--- src/htvu_pkg.sv ---
// htvu_pkg: constants and carrier types for the hardware trap vector unit
// assumes a 16-bit word machine with a 24-bit address of segment plus 16-bit offset
package htvu_pkg;
    localparam int TRAP_COUNT = 9;
    localparam int TNUM_W = 7;
    localparam int OFS_W = 16;
    localparam int SEG_W = 8;
    localparam int SPC_W = 2;
    // flag bit positions
    localparam int FLAG_SR0 = 0;
    localparam int FLAG_STACK_OVERFLOW_FLAG = 1;
    localparam int FLAG_STACK_UNDERFLOW_FLAG = 2;
    localparam int FLAG_SOFTWARE_BREAK_FLAG = 3;
    localparam int FLAG_SR1 = 4;
    localparam int FLAG_UNDEFINED_OPCODE_FLAG = 5;
    localparam int FLAG_MEMORY_ACCESS_ERROR_FLAG = 6;
    localparam int FLAG_PROTECTED_INSTRUCTION_FAULT_FLAG = 7;
    localparam int FLAG_ILLEGAL_WORD_OPERAND_FLAG = 8;
    localparam int CLASS_A_COUNT = 4;
    // trap numbers
    localparam logic [TNUM_W-1:0] TNUM_SR0 = 7'h02;
    localparam logic [TNUM_W-1:0] TNUM_STACK_OVERFLOW_FLAG = 7'h04;
    localparam logic [TNUM_W-1:0] TNUM_STACK_UNDERFLOW_FLAG = 7'h06;
    localparam logic [TNUM_W-1:0] TNUM_SOFTWARE_BREAK_FLAG = 7'h08;
    localparam logic [TNUM_W-1:0] TNUM_CLASS_B = 7'h0A;
    // default spacing code: 4 bytes per vector, shift of two
    localparam logic [SPC_W-1:0] SPC_DEFAULT = 2'h0;
    localparam int BASE_SHIFT = 2;
    // priority levels of trap services, higher wins
    localparam logic [1:0] PRIO_NONE = 2'h0;
    localparam logic [1:0] PRIO_B = 2'h1;
    localparam logic [1:0] PRIO_A = 2'h2;
    localparam logic [SEG_W-1:0] SEG_RESET = 8'h00;
    localparam logic [TRAP_COUNT-1:0] FLAGS_RESET = 9'h000;

    typedef enum logic [1:0] {
        HTVU_IDLE = 2'b00,
        HTVU_SERVE_B = 2'b01,
        HTVU_SERVE_A = 2'b11
    } htvu_state_t;

    // redirect request towards the fetch pipeline
    typedef struct packed {
        logic valid;
        logic [TNUM_W-1:0] trapNum;
        logic [SEG_W+OFS_W-1:0] addr;
    } htvu_redirect_t;
endpackage : htvu_pkg

--- src/htvu_trap_unit.sv ---
// htvu_trap_unit: trap detection, flags, service priority and vector address forming
// assumes trap conditions are one-cycle pulses from core_clk logic, and service end is signalled by the pipeline
`timescale 1ns/1ns
`default_nettype none
module htvu_trap_unit (
    input wire logic core_clk,
    input wire logic arst_n,
    input wire logic [htvu_pkg::TRAP_COUNT-1:0] trapCond,
    input wire logic [htvu_pkg::TRAP_COUNT-1:0] flagClear,
    input wire logic serviceDone,
    input wire logic [htvu_pkg::SEG_W-1:0] vectorSegment,
    input wire logic [htvu_pkg::SPC_W-1:0] vectorSpacing,
    input wire logic nodeReq,
    input wire logic [htvu_pkg::TNUM_W-1:0] nodeTrapNum,
    output htvu_pkg::htvu_redirect_t redirect,
    output logic [htvu_pkg::TRAP_COUNT-1:0] trapFlags,
    output logic [htvu_pkg::SEG_W+htvu_pkg::OFS_W-1:0] nodeVector,
    output logic intBlock,
    output logic [1:0] activePrio
);
    import htvu_pkg::*;

    htvu_state_t state, next_state;
    logic [TRAP_COUNT-1:0] next_trapFlags;
    htvu_redirect_t next_redirect;
    logic [SEG_W+OFS_W-1:0] next_nodeVector;
    logic [TRAP_COUNT-1:0] pend, next_pend;
    logic [1:0] next_activePrio;
    logic next_intBlock;

    // offset of a trap number under the current spacing
    function automatic logic [OFS_W-1:0] vecOfs(input logic [TNUM_W-1:0] tn, input logic [SPC_W-1:0] spc);
        logic [OFS_W-1:0] base;
        base = OFS_W'(tn) << BASE_SHIFT;
        vecOfs = base << spc;
    endfunction : vecOfs

    function automatic logic [SEG_W+OFS_W-1:0] vecAddr(input logic [TNUM_W-1:0] tn,
        input logic [SEG_W-1:0] seg, input logic [SPC_W-1:0] spc);
        vecAddr = {seg, vecOfs(tn, spc)};
    endfunction : vecAddr

    // service state, pending causes, service priority and redirect choice
    always_comb begin
        logic [TRAP_COUNT-1:0] allPend;
        logic [TRAP_COUNT-1:0] aMask;
        allPend = pend | trapCond;
        aMask = TRAP_COUNT'((1 << CLASS_A_COUNT) - 1);
        next_pend = allPend;
        next_state = state;
        next_redirect = '0;
        if (serviceDone && state != HTVU_IDLE) begin
            next_state = HTVU_IDLE;
        end
        // class A outranks an active class B service; same or lower waits
        if ((allPend & aMask) != '0 && (state != HTVU_SERVE_A || serviceDone)) begin
            next_state = HTVU_SERVE_A;
            next_redirect.valid = 1'b1;
            if (allPend[FLAG_SR0]) begin
                next_redirect.trapNum = TNUM_SR0;
                next_pend[FLAG_SR0] = 1'b0;
            end else if (allPend[FLAG_STACK_OVERFLOW_FLAG]) begin
                next_redirect.trapNum = TNUM_STACK_OVERFLOW_FLAG;
                next_pend[FLAG_STACK_OVERFLOW_FLAG] = 1'b0;
            end else if (allPend[FLAG_STACK_UNDERFLOW_FLAG]) begin
                next_redirect.trapNum = TNUM_STACK_UNDERFLOW_FLAG;
                next_pend[FLAG_STACK_UNDERFLOW_FLAG] = 1'b0;
            end else begin
                next_redirect.trapNum = TNUM_SOFTWARE_BREAK_FLAG;
                next_pend[FLAG_SOFTWARE_BREAK_FLAG] = 1'b0;
            end
        end else if ((allPend & ~aMask) != '0 && (state == HTVU_IDLE || serviceDone)) begin
            next_state = HTVU_SERVE_B;
            next_redirect.valid = 1'b1;
            next_redirect.trapNum = TNUM_CLASS_B;
            next_pend = allPend & aMask;
        end
        next_redirect.addr = vecAddr(next_redirect.trapNum, vectorSegment, vectorSpacing);
        case (next_state)
            HTVU_SERVE_A: next_activePrio = PRIO_A;
            HTVU_SERVE_B: next_activePrio = PRIO_B;
            default: next_activePrio = PRIO_NONE;
        endcase
        next_intBlock = (next_state != HTVU_IDLE);
    end

    // service state registers
    always_ff @(posedge core_clk or negedge arst_n) begin
        if (!arst_n) begin
            state <= HTVU_IDLE;
            pend <= FLAGS_RESET;
            redirect <= '0;
            intBlock <= 1'b0;
            activePrio <= PRIO_NONE;
        end else begin
            state <= next_state;
            pend <= next_pend;
            redirect <= next_redirect;
            intBlock <= next_intBlock;
            activePrio <= next_activePrio;
        end
    end

    // sticky trap flags: a new cause in the clear cycle wins,
    // so software never loses an event that lands on its own clear
    always_comb begin
        next_trapFlags = (trapFlags & ~flagClear) | trapCond;
    end

    // flag registers
    always_ff @(posedge core_clk or negedge arst_n) begin
        if (!arst_n) begin
            trapFlags <= FLAGS_RESET;
        end else begin
            trapFlags <= next_trapFlags;
        end
    end

    // node vector lookup: holds the last answer between requests,
    // uses the segment and spacing seen at the request edge
    always_comb begin
        next_nodeVector = nodeVector;
        if (nodeReq) begin
            next_nodeVector = vecAddr(nodeTrapNum, vectorSegment, vectorSpacing);
        end
    end

    // node vector register
    always_ff @(posedge core_clk or negedge arst_n) begin
        if (!arst_n) begin
            nodeVector <= '0;
        end else begin
            nodeVector <= next_nodeVector;
        end
    end

    // checks
    flag_set_a: assert property (@(posedge core_clk) disable iff (!arst_n)
        trapCond[FLAG_MEMORY_ACCESS_ERROR_FLAG] |=> trapFlags[FLAG_MEMORY_ACCESS_ERROR_FLAG]) else $error("trap flag not set");
    trap_react_a: assert property (@(posedge core_clk) disable iff (!arst_n)
        (trapCond[FLAG_STACK_OVERFLOW_FLAG] && state == HTVU_IDLE) |=> redirect.valid) else $error("no redirect");
    class_b_vec_a: assert property (@(posedge core_clk) disable iff (!arst_n)
        (redirect.valid && activePrio == PRIO_B) |-> redirect.trapNum == TNUM_CLASS_B) else $error("bad B vector");
    a_vector_a: assert property (@(posedge core_clk) disable iff (!arst_n)
        (redirect.valid && redirect.trapNum == TNUM_STACK_UNDERFLOW_FLAG && $past(vectorSpacing) == SPC_DEFAULT
         && $past(vectorSegment) == SEG_RESET) |-> redirect.addr == 24'h00_0018) else $error("bad A vector");
    block_int_a: assert property (@(posedge core_clk) disable iff (!arst_n)
        redirect.valid |-> (intBlock && activePrio != PRIO_NONE)) else $error("interrupt block wrong");
    no_preempt_a: assert property (@(posedge core_clk) disable iff (!arst_n)
        (state == HTVU_SERVE_A && !serviceDone) |=> !redirect.valid) else $error("A service preempted");
    node_vec_a: assert property (@(posedge core_clk) disable iff (!arst_n)
        (nodeReq && nodeTrapNum == 7'h6F && vectorSpacing == SPC_DEFAULT)
        |=> nodeVector[OFS_W-1:0] == 16'h01BC) else $error("bad node vector");
    seg_hold_a: assert property (@(posedge core_clk) disable iff (!arst_n)
        nodeReq |=> nodeVector[SEG_W+OFS_W-1:OFS_W] == $past(vectorSegment)) else $error("bad segment");
    scale_a: assert property (@(posedge core_clk) disable iff (!arst_n)
        (nodeReq && vectorSpacing == 2'h1) |=> nodeVector[OFS_W-1:0] == 16'(($past(nodeTrapNum)) * 8))
        else $error("bad spacing scale");
    serve_b_c: cover property (@(posedge core_clk) disable iff (!arst_n) state == HTVU_SERVE_B);
    a_over_b_c: cover property (@(posedge core_clk) disable iff (!arst_n)
        state == HTVU_SERVE_B ##1 state == HTVU_SERVE_A);
    node_c: cover property (@(posedge core_clk) disable iff (!arst_n) nodeReq && vectorSpacing != SPC_DEFAULT);
    b_wait_c: cover property (@(posedge core_clk) disable iff (!arst_n)
        state == HTVU_SERVE_A && pend[FLAG_UNDEFINED_OPCODE_FLAG]);
    b_merge_c: cover property (@(posedge core_clk) disable iff (!arst_n)
        trapCond[FLAG_SR1] && trapCond[FLAG_MEMORY_ACCESS_ERROR_FLAG] && state == HTVU_IDLE);

    // flag behaviour beyond the first set
    flag_sticky_a: assert property (@(posedge core_clk) disable iff (!arst_n)
        (trapFlags[FLAG_SR1] && !flagClear[FLAG_SR1]) |=> trapFlags[FLAG_SR1]) else $error("flag lost");
    flag_clear_a: assert property (@(posedge core_clk) disable iff (!arst_n)
        (flagClear[FLAG_UNDEFINED_OPCODE_FLAG] && !trapCond[FLAG_UNDEFINED_OPCODE_FLAG]) |=> !trapFlags[FLAG_UNDEFINED_OPCODE_FLAG])
        else $error("flag not cleared");
    set_wins_a: assert property (@(posedge core_clk) disable iff (!arst_n)
        (trapCond[FLAG_SR0] && flagClear[FLAG_SR0]) |=> trapFlags[FLAG_SR0]) else $error("clear beat set");

    // class A order: the highest pending cause is taken first
    sr0_first_a: assert property (@(posedge core_clk) disable iff (!arst_n)
        (trapCond[FLAG_SR0] && state != HTVU_SERVE_A)
        |=> (redirect.valid && redirect.trapNum == TNUM_SR0)) else $error("system request not first");
    stack_overflow_flag_next_a: assert property (@(posedge core_clk) disable iff (!arst_n)
        (trapCond[FLAG_STACK_OVERFLOW_FLAG] && !trapCond[FLAG_SR0] && !pend[FLAG_SR0] && state == HTVU_IDLE)
        |=> redirect.trapNum == TNUM_STACK_OVERFLOW_FLAG) else $error("overflow vector wrong");

    // class B merge: one shared redirect empties every waiting B cause
    b_drain_a: assert property (@(posedge core_clk) disable iff (!arst_n)
        (redirect.valid && redirect.trapNum == TNUM_CLASS_B) |-> pend[TRAP_COUNT-1:CLASS_A_COUNT] == '0)
        else $error("class B left pending");

    // segment of every redirect is the one seen at the edge that issues it
    seg_redirect_a: assert property (@(posedge core_clk) disable iff (!arst_n)
        redirect.valid |-> redirect.addr[SEG_W+OFS_W-1:OFS_W] == $past(vectorSegment))
        else $error("redirect segment wrong");

    // priority level follows the class of the redirect
    prio_track_a: assert property (@(posedge core_clk) disable iff (!arst_n)
        (redirect.valid && redirect.trapNum != TNUM_CLASS_B) |-> activePrio == PRIO_A)
        else $error("class A priority wrong");

    // the block stands for the whole service and drops with its end if no cause is pending or arriving
    block_hold_a: assert property (@(posedge core_clk) disable iff (!arst_n)
        (intBlock && !serviceDone) |=> intBlock) else $error("block dropped early");
    block_end_a: assert property (@(posedge core_clk) disable iff (!arst_n)
        (state != HTVU_IDLE && serviceDone && pend == '0 && trapCond == '0) |=> !intBlock)
        else $error("block held after return");
endmodule : htvu_trap_unit
`default_nettype wire

--- config.mk ---
export PLATFORM = sky130hd
export DESIGN_NAME = htvu_trap_unit
export DESIGN_NICKNAME = d
export VERILOG_FILES = /design/src/htvu_pkg.sv /design/src/htvu_trap_unit.sv
export SDC_FILE = /design/constraint.sdc
export NUM_CORES = 1
export LEC_CHECK = 0
export BUFFER_PORTS_ARGS = -buffer_cell sky130_fd_sc_hd__buf_2
export CORE_UTILIZATION = 30
export CTS_CLUSTER_SIZE = 40
export DETAILED_ROUTE_END_ITERATION = 8
export HOLD_SLACK_MARGIN = 0.1
export PLACE_DENSITY_LB_ADDON = 0.15
export SETUP_SLACK_MARGIN = 0.4
export SLEW_MARGIN = 25
export SYNTH_ARGS = -nofsm -noshare
export SYNTH_HDL_FRONTEND = slang
export SYNTH_SLANG_ARGS = --single-unit
--- constraint.sdc ---
create_clock -name core_clk -period 3.02 [get_ports core_clk]
set_input_delay 0.302 -clock core_clk [delete_from_list [all_inputs] [get_ports core_clk]]
set_output_delay 0.302 -clock core_clk [all_outputs]
set_load 0.01 [all_outputs]
## After elaboration in Yosys (flattened, before gate mapping)

Index checks and enable logic that the tools add are counted.

- Input port bits: 39
- Output and inout port bits: 68
- Flip-flop bits (word level): 79
- Logic and storage cells: 43

- Equality and inequality tests: 3
- Bitwise operators: 4
- Reductions and logical operators: 10
- Shift operators: 2
- Mux-type cells: 15

Operators by type and width:

| kind | number |
|---|---|
| $shl 9x2->16 | 2 |
| $or 9x9->9 | 2 |
| $reduce_bool 9->1 | 2 |
| $mux 8 | 2 |
| $mux 4 | 3 |
| $and 9x9->9 | 1 |
| $mux 9 | 1 |
| $not 9->9 | 1 |
| $mux 2 | 4 |
| $mux 7 | 1 |
| $mux 5 | 1 |
| $pmux 2 s2 | 1 |
| $reduce_bool 2->1 | 2 |
| $logic_and 1x1->1 | 3 |
| $mux 3 | 1 |
| $eq 2x1->1 const B | 1 |
| $eq 2x2->1 const B | 1 |
| $logic_not 2->1 | 1 |
| $logic_or 1x1->1 | 2 |
| $ne 2x2->1 const B | 1 |
| $mux 1 | 1 |

## Depth between registers and ports, before layout

Gate-level depths: netlist of run 1.

- Depth after elaboration: 7
- Depth in mapped cells: 6
- Depth with buffers taken out: 5

## Least setup slack after synthesis of run 1

No wires, ideal clock.

- Kind: reg2reg
- From: register pend[5]
- To: register redirect[6] in the netlist's numbering
- Library setup time: 0.135 ns
- Setup slack: 1.593 ns
- Required time: 2.885 ns
- Clock period less this slack: 1.427 ns
- Cell stages (with the launch flop): 5
- Arrival time: 1.292 ns
- Path buffers: 0
- Cells stage by stage: dfrtp_1 > nor4_2 > a41oi_2 > o22ai_2 > o211ai_1

RTL lines:

| element | RTL line | source |
|---|---|---|
| from (decl) | htvu_trap_unit.sv:27 | `logic [TRAP_COUNT-1:0] pend, next_pend;` |
| from (signal assigned) | htvu_trap_unit.sv:97 | `pend <= next_pend;` |
| to (signal assigned) | htvu_trap_unit.sv:98 | `redirect <= next_redirect;` |
| to (decl) | htvu_trap_unit.sv:15 | `output htvu_pkg::htvu_redirect_t redirect,` |

## Final worst setup path of run 1

- From: register state[1]
- To: register pend[5]

- Word-level cells in the longest chain between the ends: 5
- Elaborated cells between the ends (all ways): 8
- Classes of those cells: eq/ne: 1; mux: 2; reduce/logical: 5

Ends and longest elaborated chain:

| element | RTL line | source |
|---|---|---|
| from (decl) | htvu_trap_unit.sv:23 | `htvu_state_t state, next_state;` |
| from (signal assigned) | htvu_trap_unit.sv:96 | `state <= next_state;` |
| $logic_not 2->1 | htvu_trap_unit.sv:72 | `end else if ((allPend & ~aMask) != '0 && (state == HTVU_IDLE \|\| serviceDone)) begin` |
| $logic_or 1x1->1 | htvu_trap_unit.sv:72 |  |
| $logic_and 1x1->1 | htvu_trap_unit.sv:72 |  |
| $mux 9 | htvu_trap_unit.sv:72 |  |
| $mux 5 * | htvu_trap_unit.sv:56 | `if ((allPend & aMask) != '0 && (state != HTVU_SERVE_A \|\| serviceDone)) begin` |
| named net next_pend[5] | htvu_trap_unit.sv:27 |  |

Mark *: on every way through the listed nets, which the timed path passes. The rest lies on a longest branch.
A chain may end at the register's enable or synchronous reset.

==> results of run 1 <==
[worst register-to-register path: cells and delay by family (launching register included)]
family	cells	cell delay (ps)
compound gates	2	630
flops	1	410
simple gates	2	450
[flip-flops by register name (all words and copies together), names as in the netlist]
signal	flops
activePrio	2
intBlock	1
nodeVector	18
pend	9
redirect	18
state	2
trapFlags	9
[metal layers]
layer  vias up  track usage  share of wire
li1        887            -              -
met1       853        0.152           0.45
met2        65        0.203           0.46
met3         6       0.0599          0.073
met4         0       0.0423         0.0093
met5         -            0              0
[power by group through the flow]
stage / Clock [W] / Combinational (W) / Sequential (W)
2_1_floorplan: 0 / 0.000134 / 0.000914
3_3_place_gp: 0 / 0.000253 / 0.000888
3_5_place_dp: 0 / 0.000256 / 0.000889
4_1_cts: 0.000675 / 0.000265 / 0.000874
5_1_grt: 0.000701 / 0.000291 / 0.000880
6_report: 0.000638 / 0.000260 / 0.000873
[kinds of logic after synthesis]
group	synth area share
simple gates	0.115
flops	0.585
compound gates	0.122
mux	0.0724
buf+inv	0.104
other cells	0.00149
[area by class of cell]
cell class                 count  area (µm²)
sequential                    59        1480
clock inverter                 1        7.51
inverter                      17        63.8
tap                          105         131
timing repair buffer          96         528
multi-input combinational    134         858
fill                         848        4940
clock buffer                  15         166
[Yosys cell counts (all sizes together)]
library cell,count,area (µm²)
dfrtp,59,1480
buf,27,190
nor2,26,100
inv,17,63.8
nand2,17,63.8
mux2,10,113
a21o,9,67.6
mux2i,7,70.1
nor2b,5,31.3
o221ai,5,43.8
nor3,4,25.0
a21oi,3,15.0
a31o,3,26.3
o22ai,3,25.0
a41oi,2,32.5
and3,2,12.5
clkbuf,2,7.51
nand3,2,10.0
o21ai,2,10.0
a2111oi,1,27.5
a21boi,1,7.51
a22oi,1,7.51
and2b,1,7.51
and3b,1,8.76
conb,1,3.75
nand2b,1,6.26
nand3b,1,7.51
nor4,1,12.5
o211ai,1,7.51
o21a,1,7.51
o21ba,1,10.0
o31a,1,8.76
o31ai,1,12.5
or2,1,6.26
[path summary, 6_finish.rpt]
check,to,slack [ps],cells after the start
setup / recovery,pend[5],1420,4
hold / removal,trapFlags[3],170,2
setup reg to reg,pend[5],1420,4
hold reg to reg,trapFlags[2],470,1
max in group asynchronous,nodeVector[11],1640,3
min in group asynchronous,trapFlags[6],520,2
[metrics by stage]
stage	cell area, µm²	cells
CTS	3230	427
floorplan	2600	239
global route	3230	427
detailed placement	2970	402
global placement	2970	402
finish	3230	427
==> results.cfg, run 1 <==
[pwr]
power_frac_comb = 0.147
p_int_w = 0.00131
swShare = 0.263
cellPowerDensity_nw_per_um2 = 548
cellLeakagePower_nw = 1.59
power_w = 0.00177
power.share.sequential = 0.493
p_clk_frac = 0.360
ir_drop_mv = 0.222
switching_power_w = 0.000465

[global_route]
grt_max_degree = 32
antenna_found_initial = 0
grt.total_usage = 0.128
grt_overflow = 0
grt_pass1_vias = 1783
grt_pass1_wl_um = 8410

[logic_synthesis]
ys_ff_latch = 59
syn-instance-count = 220
syn_area_um2 = 2520
seq_area_frac_synth = 0.585
syn_area_per_cell_um2 = 11.5
ys_types = 40
ys_warn_count = 0

[placed_design]
dp_hpwl_um = 3690
io_buffers = 86
place_worst_setup_slack_ps = 1410
gp_congestion = 0.704

[floorplan]
initial_core_util = 0.309
dieHeight_um = 93.7
ios = 107
chipWidth_um = 93.7
core_area_um2 = 8180
dieArea_um2 = 8790
rows = 33

[job]
drv_cap = 0

[final_layout]
antenna_cells = 0
mostFrequentLayoutCell = buf_2
area_growth_pct = 28.0
finalNetCount = 356
final_cell_mix = buf_2 (86), dfrtp_1 (59), nor2_1 (25), conb_1 (20)
drive_above_1_share = 0.379
final_core_util = 0.395

[setup_path]
path_buf_inv = 0
cp-start-kind = flop
critPathTopFamily = compound AO/OA/AOI/OAI gates
reg2reg_from = state[1]
critPathSlowestCell = dfrtp_1
startpoint = state[1]
cp.arrival_ps = 1810
crit_path_cell_trace = o21ba_2 > a41oi_2 > nor2b_1 > nor2_1
cp_max_fo = 9
path_class = flop to flop
cpPeakStageDelay_ps = 410
end_kind = flop
required_ps = 3230

[route]
routed_wl_um = 5190
dr.pass1.iters = 2
wire_per_inst_um = 12.1
ant_nets = 0
drtIter0Drc = 21
vias = 1811
via_per_inst = 4.24
drc_errors = 0

[sta]
rsz0062_at_grt = false
fin_tns_setup_ps = 0
hold_violations = 0
worstMarginPinSlew_ps = 632
fmax_mhz = 624
finalCriticalPeriod_ps = 1600
post-route-worst-setup-slack_ps = 1420
maxSlewViolCount = 0
slew_headroom = 0.579
setup_violations = 0
holdWs_ps = 167
fin_skew_ps = 3.20
min_period_over_period = 0.531

[run_status]
run_status = complete, no violations

[worst_hold_path]
hold_start = trapCond[3]
hp-class = input port to flop

[clock_tree]
cts_made_buffers = 9
clock_latency_ps = 330
cts_tree = done
ctsHoldBuffers = 9
clk_pin_slew_ps = 60
cts_resized = 0
cts_max_path_buffers = 2
h-tree-depth = 3
cts_root_buf = clkbuf_8
post_cts_buffers = 0
clock_sinks = 59
Power figures use the tool's default switching activity.
==> run 2: changes to the inputs <==
- clock period: 3.02 -> 1.48 ns (I/O delays scaled with it)
==> run 2 against run 1 <==
- utilization grew 4.7 points
- fmax is 10% higher
- setup slack got worse by 1400 ps
- wire length grew 9.5%
- total power is 110% higher
- register-to-register slack got worse by 1400 ps
- die area did not move
- clock skew up 2.1 ps
- critical path depth did not move
- sequential power is 110% higher
- critical path type unchanged
==> results.cfg, run 2 (synthesis gave the netlist of run 1 again) <==
[setup_path]
critPathTopFamily = compound AO/OA/AOI/OAI gates
cp_max_fo = 5
rr_worst_depth = 4
end_kind = flop
path_class = flop to flop
critPathSlowestCell = dfrtp_1
required_ps = 1690
reg2reg_from = pend[7]
worst-path-stages = 4
cp.arrival_ps = 1660
path_buf_inv = 0
cp-start-kind = flop
reg2reg_slack_ps = 30
cpPeakStageDelay_ps = 400
rr_endpoint = redirect[6]
startpoint = pend[7]
crit_path_cell_trace = nor4_4 > a41oi_4 > o22ai_4 > o211ai_1

[final_layout]
final_cell_mix = buf_2 (86), dfrtp_1 (59), dlygate4sd3_1 (28), nor2_1 (21), conb_1 (20)
final_cell_area_um2 = 3620
multiInputGateArea_um2 = 968
finalNetCount = 383
fillers = 805
mostFrequentLayoutCell = buf_2
antenna_cells = 0
area_growth_pct = 43.2
final_cells = 454
drive_above_1_share = 0.415
seq_area_um2 = 1480
largestRegisters = nodeVector (18), redirect (18)

[worst_hold_path]
min_to = trapFlags[0]
holdPathStages = 2
hp-class = input port to flop
hold_start = trapCond[0]

[route]
dr.pass1.iters = 4
routed_wl_um = 5680
drc_errors = 0
vias = 1982
wire_per_inst_um = 12.5
ant_nets = 0
drtIter0Drc = 46
via_per_inst = 4.37

[floorplan]
ios = 107
chipWidth_um = 93.7
dieHeight_um = 93.7
core_area_um2 = 8180
dieArea_um2 = 8790
initial_core_util = 0.309
rows = 33

[clock_tree]
cts_root_buf = clkbuf_8
cts_max_path_buffers = 2
clock_latency_ps = 340
cts_made_buffers = 9
cts_tree = done
h-tree-depth = 3
clk_pin_slew_ps = 70
clock_sinks = 59

[sta]
min_period_over_period = 0.982
holdWs_ps = 115
fin_skew_ps = 5.33
hold_violations = 0
rsz0062_at_grt = true
fmax_mhz = 688
maxSlewViolCount = 0
finalCriticalPeriod_ps = 1450
setup_violations = 0

[global_route]
grt_max_degree = 60
antenna_found_initial = 0
grt.total_usage = 0.130
grt_pass1_wl_um = 8400
grt_overflow = 0
grt_pass1_vias = 1763

[pwr]
cellLeakagePower_nw = 1.74
p_int_w = 0.00276
swShare = 0.270
switching_power_w = 0.00102
p_clk_frac = 0.363
power_frac_comb = 0.164
power.share.sequential = 0.472
ir_drop_mv = 0.425
cellPowerDensity_nw_per_um2 = 1050

[placed_design]
numPlacedInstances = 406
gp_congestion = 0.746
io_buffers = 86
dp_hpwl_um = 3720
postPlaceCellArea_um2 = 3060

[job]
drv_cap = 0

[run_status]
run_status = complete, no violations
run 2: cell count changes in the layout (fill, tap and decap cells not counted), sizes merged:
cell / before / now
buf: 87 / 94
clkbuf: 15 / 12
clkinv: 0 / 4
clkinvlp: 1 / 0
a41oi: 2 / 3
dlygate4sd3: 9 / 28
run 2: power groups by stage:
stage | registers [W] | logic, W | clock network, W
after detailed placement | 0.00182 | 0.000545 | 0
after global routing | 0.00180 | 0.000688 | 0.00149
after global placement | 0.00182 | 0.000541 | 0
final | 0.00179 | 0.000622 | 0.00138
after floorplan | 0.00187 | 0.000286 | 0
after CTS | 0.00179 | 0.000615 | 0.00143
run 2: how the worst max path moves through the flow:
stage	end	slack, ps
final	redirect[6]	30
after detailed placement	pend[5]	30
after CTS	pend[6]	50
after global placement	redirect[6]	60
after global routing	redirect[6]	-60
after floorplan	redirect[4]	160
run 2: metal layers:
metal | vias to the layer above | track usage | wire [µm]
met2 | 68 | 0.209 | 2760
met1 | 957 | 0.151 | 2510
met3 | 6 | 0.0607 | 337
met4 | 0 | 0.0462 | 75
li1 | 951 | - | -
met5 | - | 0 | 0
run 2: through the flow:
step / worst slack [ps] / TNS, ps / power (W) / util
after floorplan: 158 / 0 / 0.00216 / -
after global placement: 62.3 / 0 / 0.00236 / 0.375
after detailed placement: 30.6 / 0 / 0.00236 / 0.375
after CTS: 51.9 / 0 / 0.00384 / 0.436
after global routing: -59.1 / -296 / 0.00398 / 0.442
final: 26.0 / 0 / 0.00379 / 0.442
run 2: layout make-up:
class | count | area share
multi-input combinational | 135 | 0.268
timing repair buffer | 122 | 0.218
inverter | 17 | 0.0176
tap | 105 | 0.0363
clock inverter | 4 | 0.00657
sequential | 59 | 0.408
clock buffer | 12 | 0.0457
run 2: repair_timing:
action | in CTS | in global routing
buffers inserted | 2 | 1
setup endpoints to repair | 23 | 22
pin swaps | 3 | 3
endpoints found under the hold margin | 90 | 1
hold buffers | 26 | 2
cloned | 0 | 1
gates resized for setup | 9 | 3
==> run 3: changes to the inputs <==
- ABC_CLOCK_PERIOD_IN_PS: unset -> 1480
- GPL_TIMING_DRIVEN: unset -> 0
==> run 3 against run 2 <==
- sequential power hardly changed
- global-route usage is 0.68 points higher
- total power is 4.0% higher
- clock skew is 3.4 ps lower
- utilization is 2.9 points higher
- clock power is 6% higher
- via count is 4.0% higher
- worst hold slack worse by 8.5 ps
- die area stayed put
- non-clock buffer count is 28 higher
- critical path depth stayed put
- register-to-register slack hardly changed
==> results.cfg, run 3 (synthesis gave the netlist of run 1 again) <==
[final_layout]
seq_area_um2 = 1480
largestRegisters = nodeVector (18), redirect (18)
fillers = 780
drive_above_1_share = 0.455
final_cell_area_um2 = 3860
final_cell_mix = buf_2 (85), dfrtp_1 (58), buf_4 (29), dlygate4sd3_1 (28), conb_1 (20)
multiInputGateArea_um2 = 998
mostFrequentLayoutCell = buf_2
area_growth_pct = 52.7
antenna_cells = 0
finalNetCount = 411

[sta]
maxSlewViolCount = 0
setup_violations = 0
hold_violations = 0
rsz0062_at_grt = true
slew_headroom = 0.644
post-route-worst-setup-slack_ps = 12.7
holdWs_ps = 106
worstMarginPinSlew_ps = 534
fin_skew_ps = 1.88
finalCriticalPeriod_ps = 1470
min_period_over_period = 0.991
fmax_mhz = 682

[setup_path]
required_ps = 1690
path_class = flop to flop
end_kind = flop
cp.arrival_ps = 1680
cp_max_fo = 4
cp-start-kind = flop

[global_route]
grt.total_usage = 0.136
grt_overflow = 0
grt_max_degree = 60
grt_pass1_wl_um = 9110
antenna_found_initial = 0
grt_pass1_vias = 2047

[clock_tree]
h-tree-depth = 3
clk_pin_slew_ps = 60
cts_tree = done
cts_max_path_buffers = 2
clock_sinks = 59
cts_made_buffers = 9
clock_latency_ps = 330
cts_root_buf = clkbuf_8

[route]
ant_nets = 0
drtIter0Drc = 40
wire_per_inst_um = 12.1
via_per_inst = 4.29
drc_errors = 0
vias = 2062
routed_wl_um = 5810
dr.pass1.iters = 4

[placed_design]
place_worst_setup_slack_ps = -83.7
io_buffers = 83
gp_congestion = 0.746
dp_hpwl_um = 3800
postPlaceCellArea_um2 = 3200

[job]
drv_cap = 0

[floorplan]
dieArea_um2 = 8790
chipWidth_um = 93.7
core_area_um2 = 8180
ios = 107
initial_core_util = 0.309
dieHeight_um = 93.7
rows = 33

[pwr]
ir_drop_mv = 0.540
cellLeakagePower_nw = 1.88
power_w = 0.00394
cellPowerDensity_nw_per_um2 = 1020

[worst_hold_path]
hp-class = input port to flop

[run_status]
run_status = complete, no violations
[run 3: changes by cell type in the layout (fill, tap and decap cells not counted), sizes merged]
cell,previous run,this run
clkbuf,12,15
clkinv,4,1
buf,94,120
bufinv,0,1
[run 3: final cells by class]
class                   instances  share of cell area
flip-flops and latches         59               0.383
inverters                      17              0.0165
well taps                     105              0.0341
plain buffers                  29              0.0535
repair buffers                121               0.203
clock buffers                  13              0.0412
multi-input cells             135               0.259
clock inverters                 2             0.00909
[run 3: final timing paths]
path | from | endpoint | slack (ps) | cells after the start
worst min register to register | trapFlags[6] | trapFlags[6] | 470 | 1
worst max register to register | pend[7] | redirect[31] | 10 | 4
worst max-delay path | pend[7] | redirect[31] | 10 | 4
min in group asynchronous | arst_n | trapFlags[8] | 350 | 2
worst min-delay path | trapCond[6] | pend[6] | 110 | 3
max in group asynchronous | arst_n | pend[0] | 730 | 2
[run 3: timing repair]
action,in CTS,in global routing
cloned,0,1
endpoints found under the setup margin,23,74
buffers inserted,7,3
pin swaps,2,6
endpoints found under the hold margin,90,0
resized for setup,10,13
hold buffers,28,0
[run 3: power breakdown]
group | switching (W) | internal (W) | leakage (nW)
Clock | 0.000602 | 0.000859 | 0.0995
Sequential | 0.0000560 | 0.00173 | 0.678
Combinational | 0.000349 | 0.000339 | 1.10
[run 3: metal layers]
layer / global-route usage / up-vias / share of wire
li1: - / 1004 / -
met4: 0.0615 / 0 / 0.017
met3: 0.0421 / 9 / 0.057
met1: 0.151 / 979 / 0.42
met5: 0 / - / 0
met2: 0.239 / 70 / 0.50
[run 3: stage by stage]
stage	util	instances	setup TNS (ps)
2_1_floorplan	-	239	0
3_3_place_gp	0.391	427	-100
3_5_place_dp	0.392	427	-86.9
4_1_cts	0.461	477	0
5_1_grt	0.472	481	-120
6_report	0.472	481	0
[run 3: worst max-delay path: stages, from the launching register on]
cell and delay (ps):
dfrtp_1 410, nor4_4 290, buf_4 170, a41oi_2 150
or2_2 330
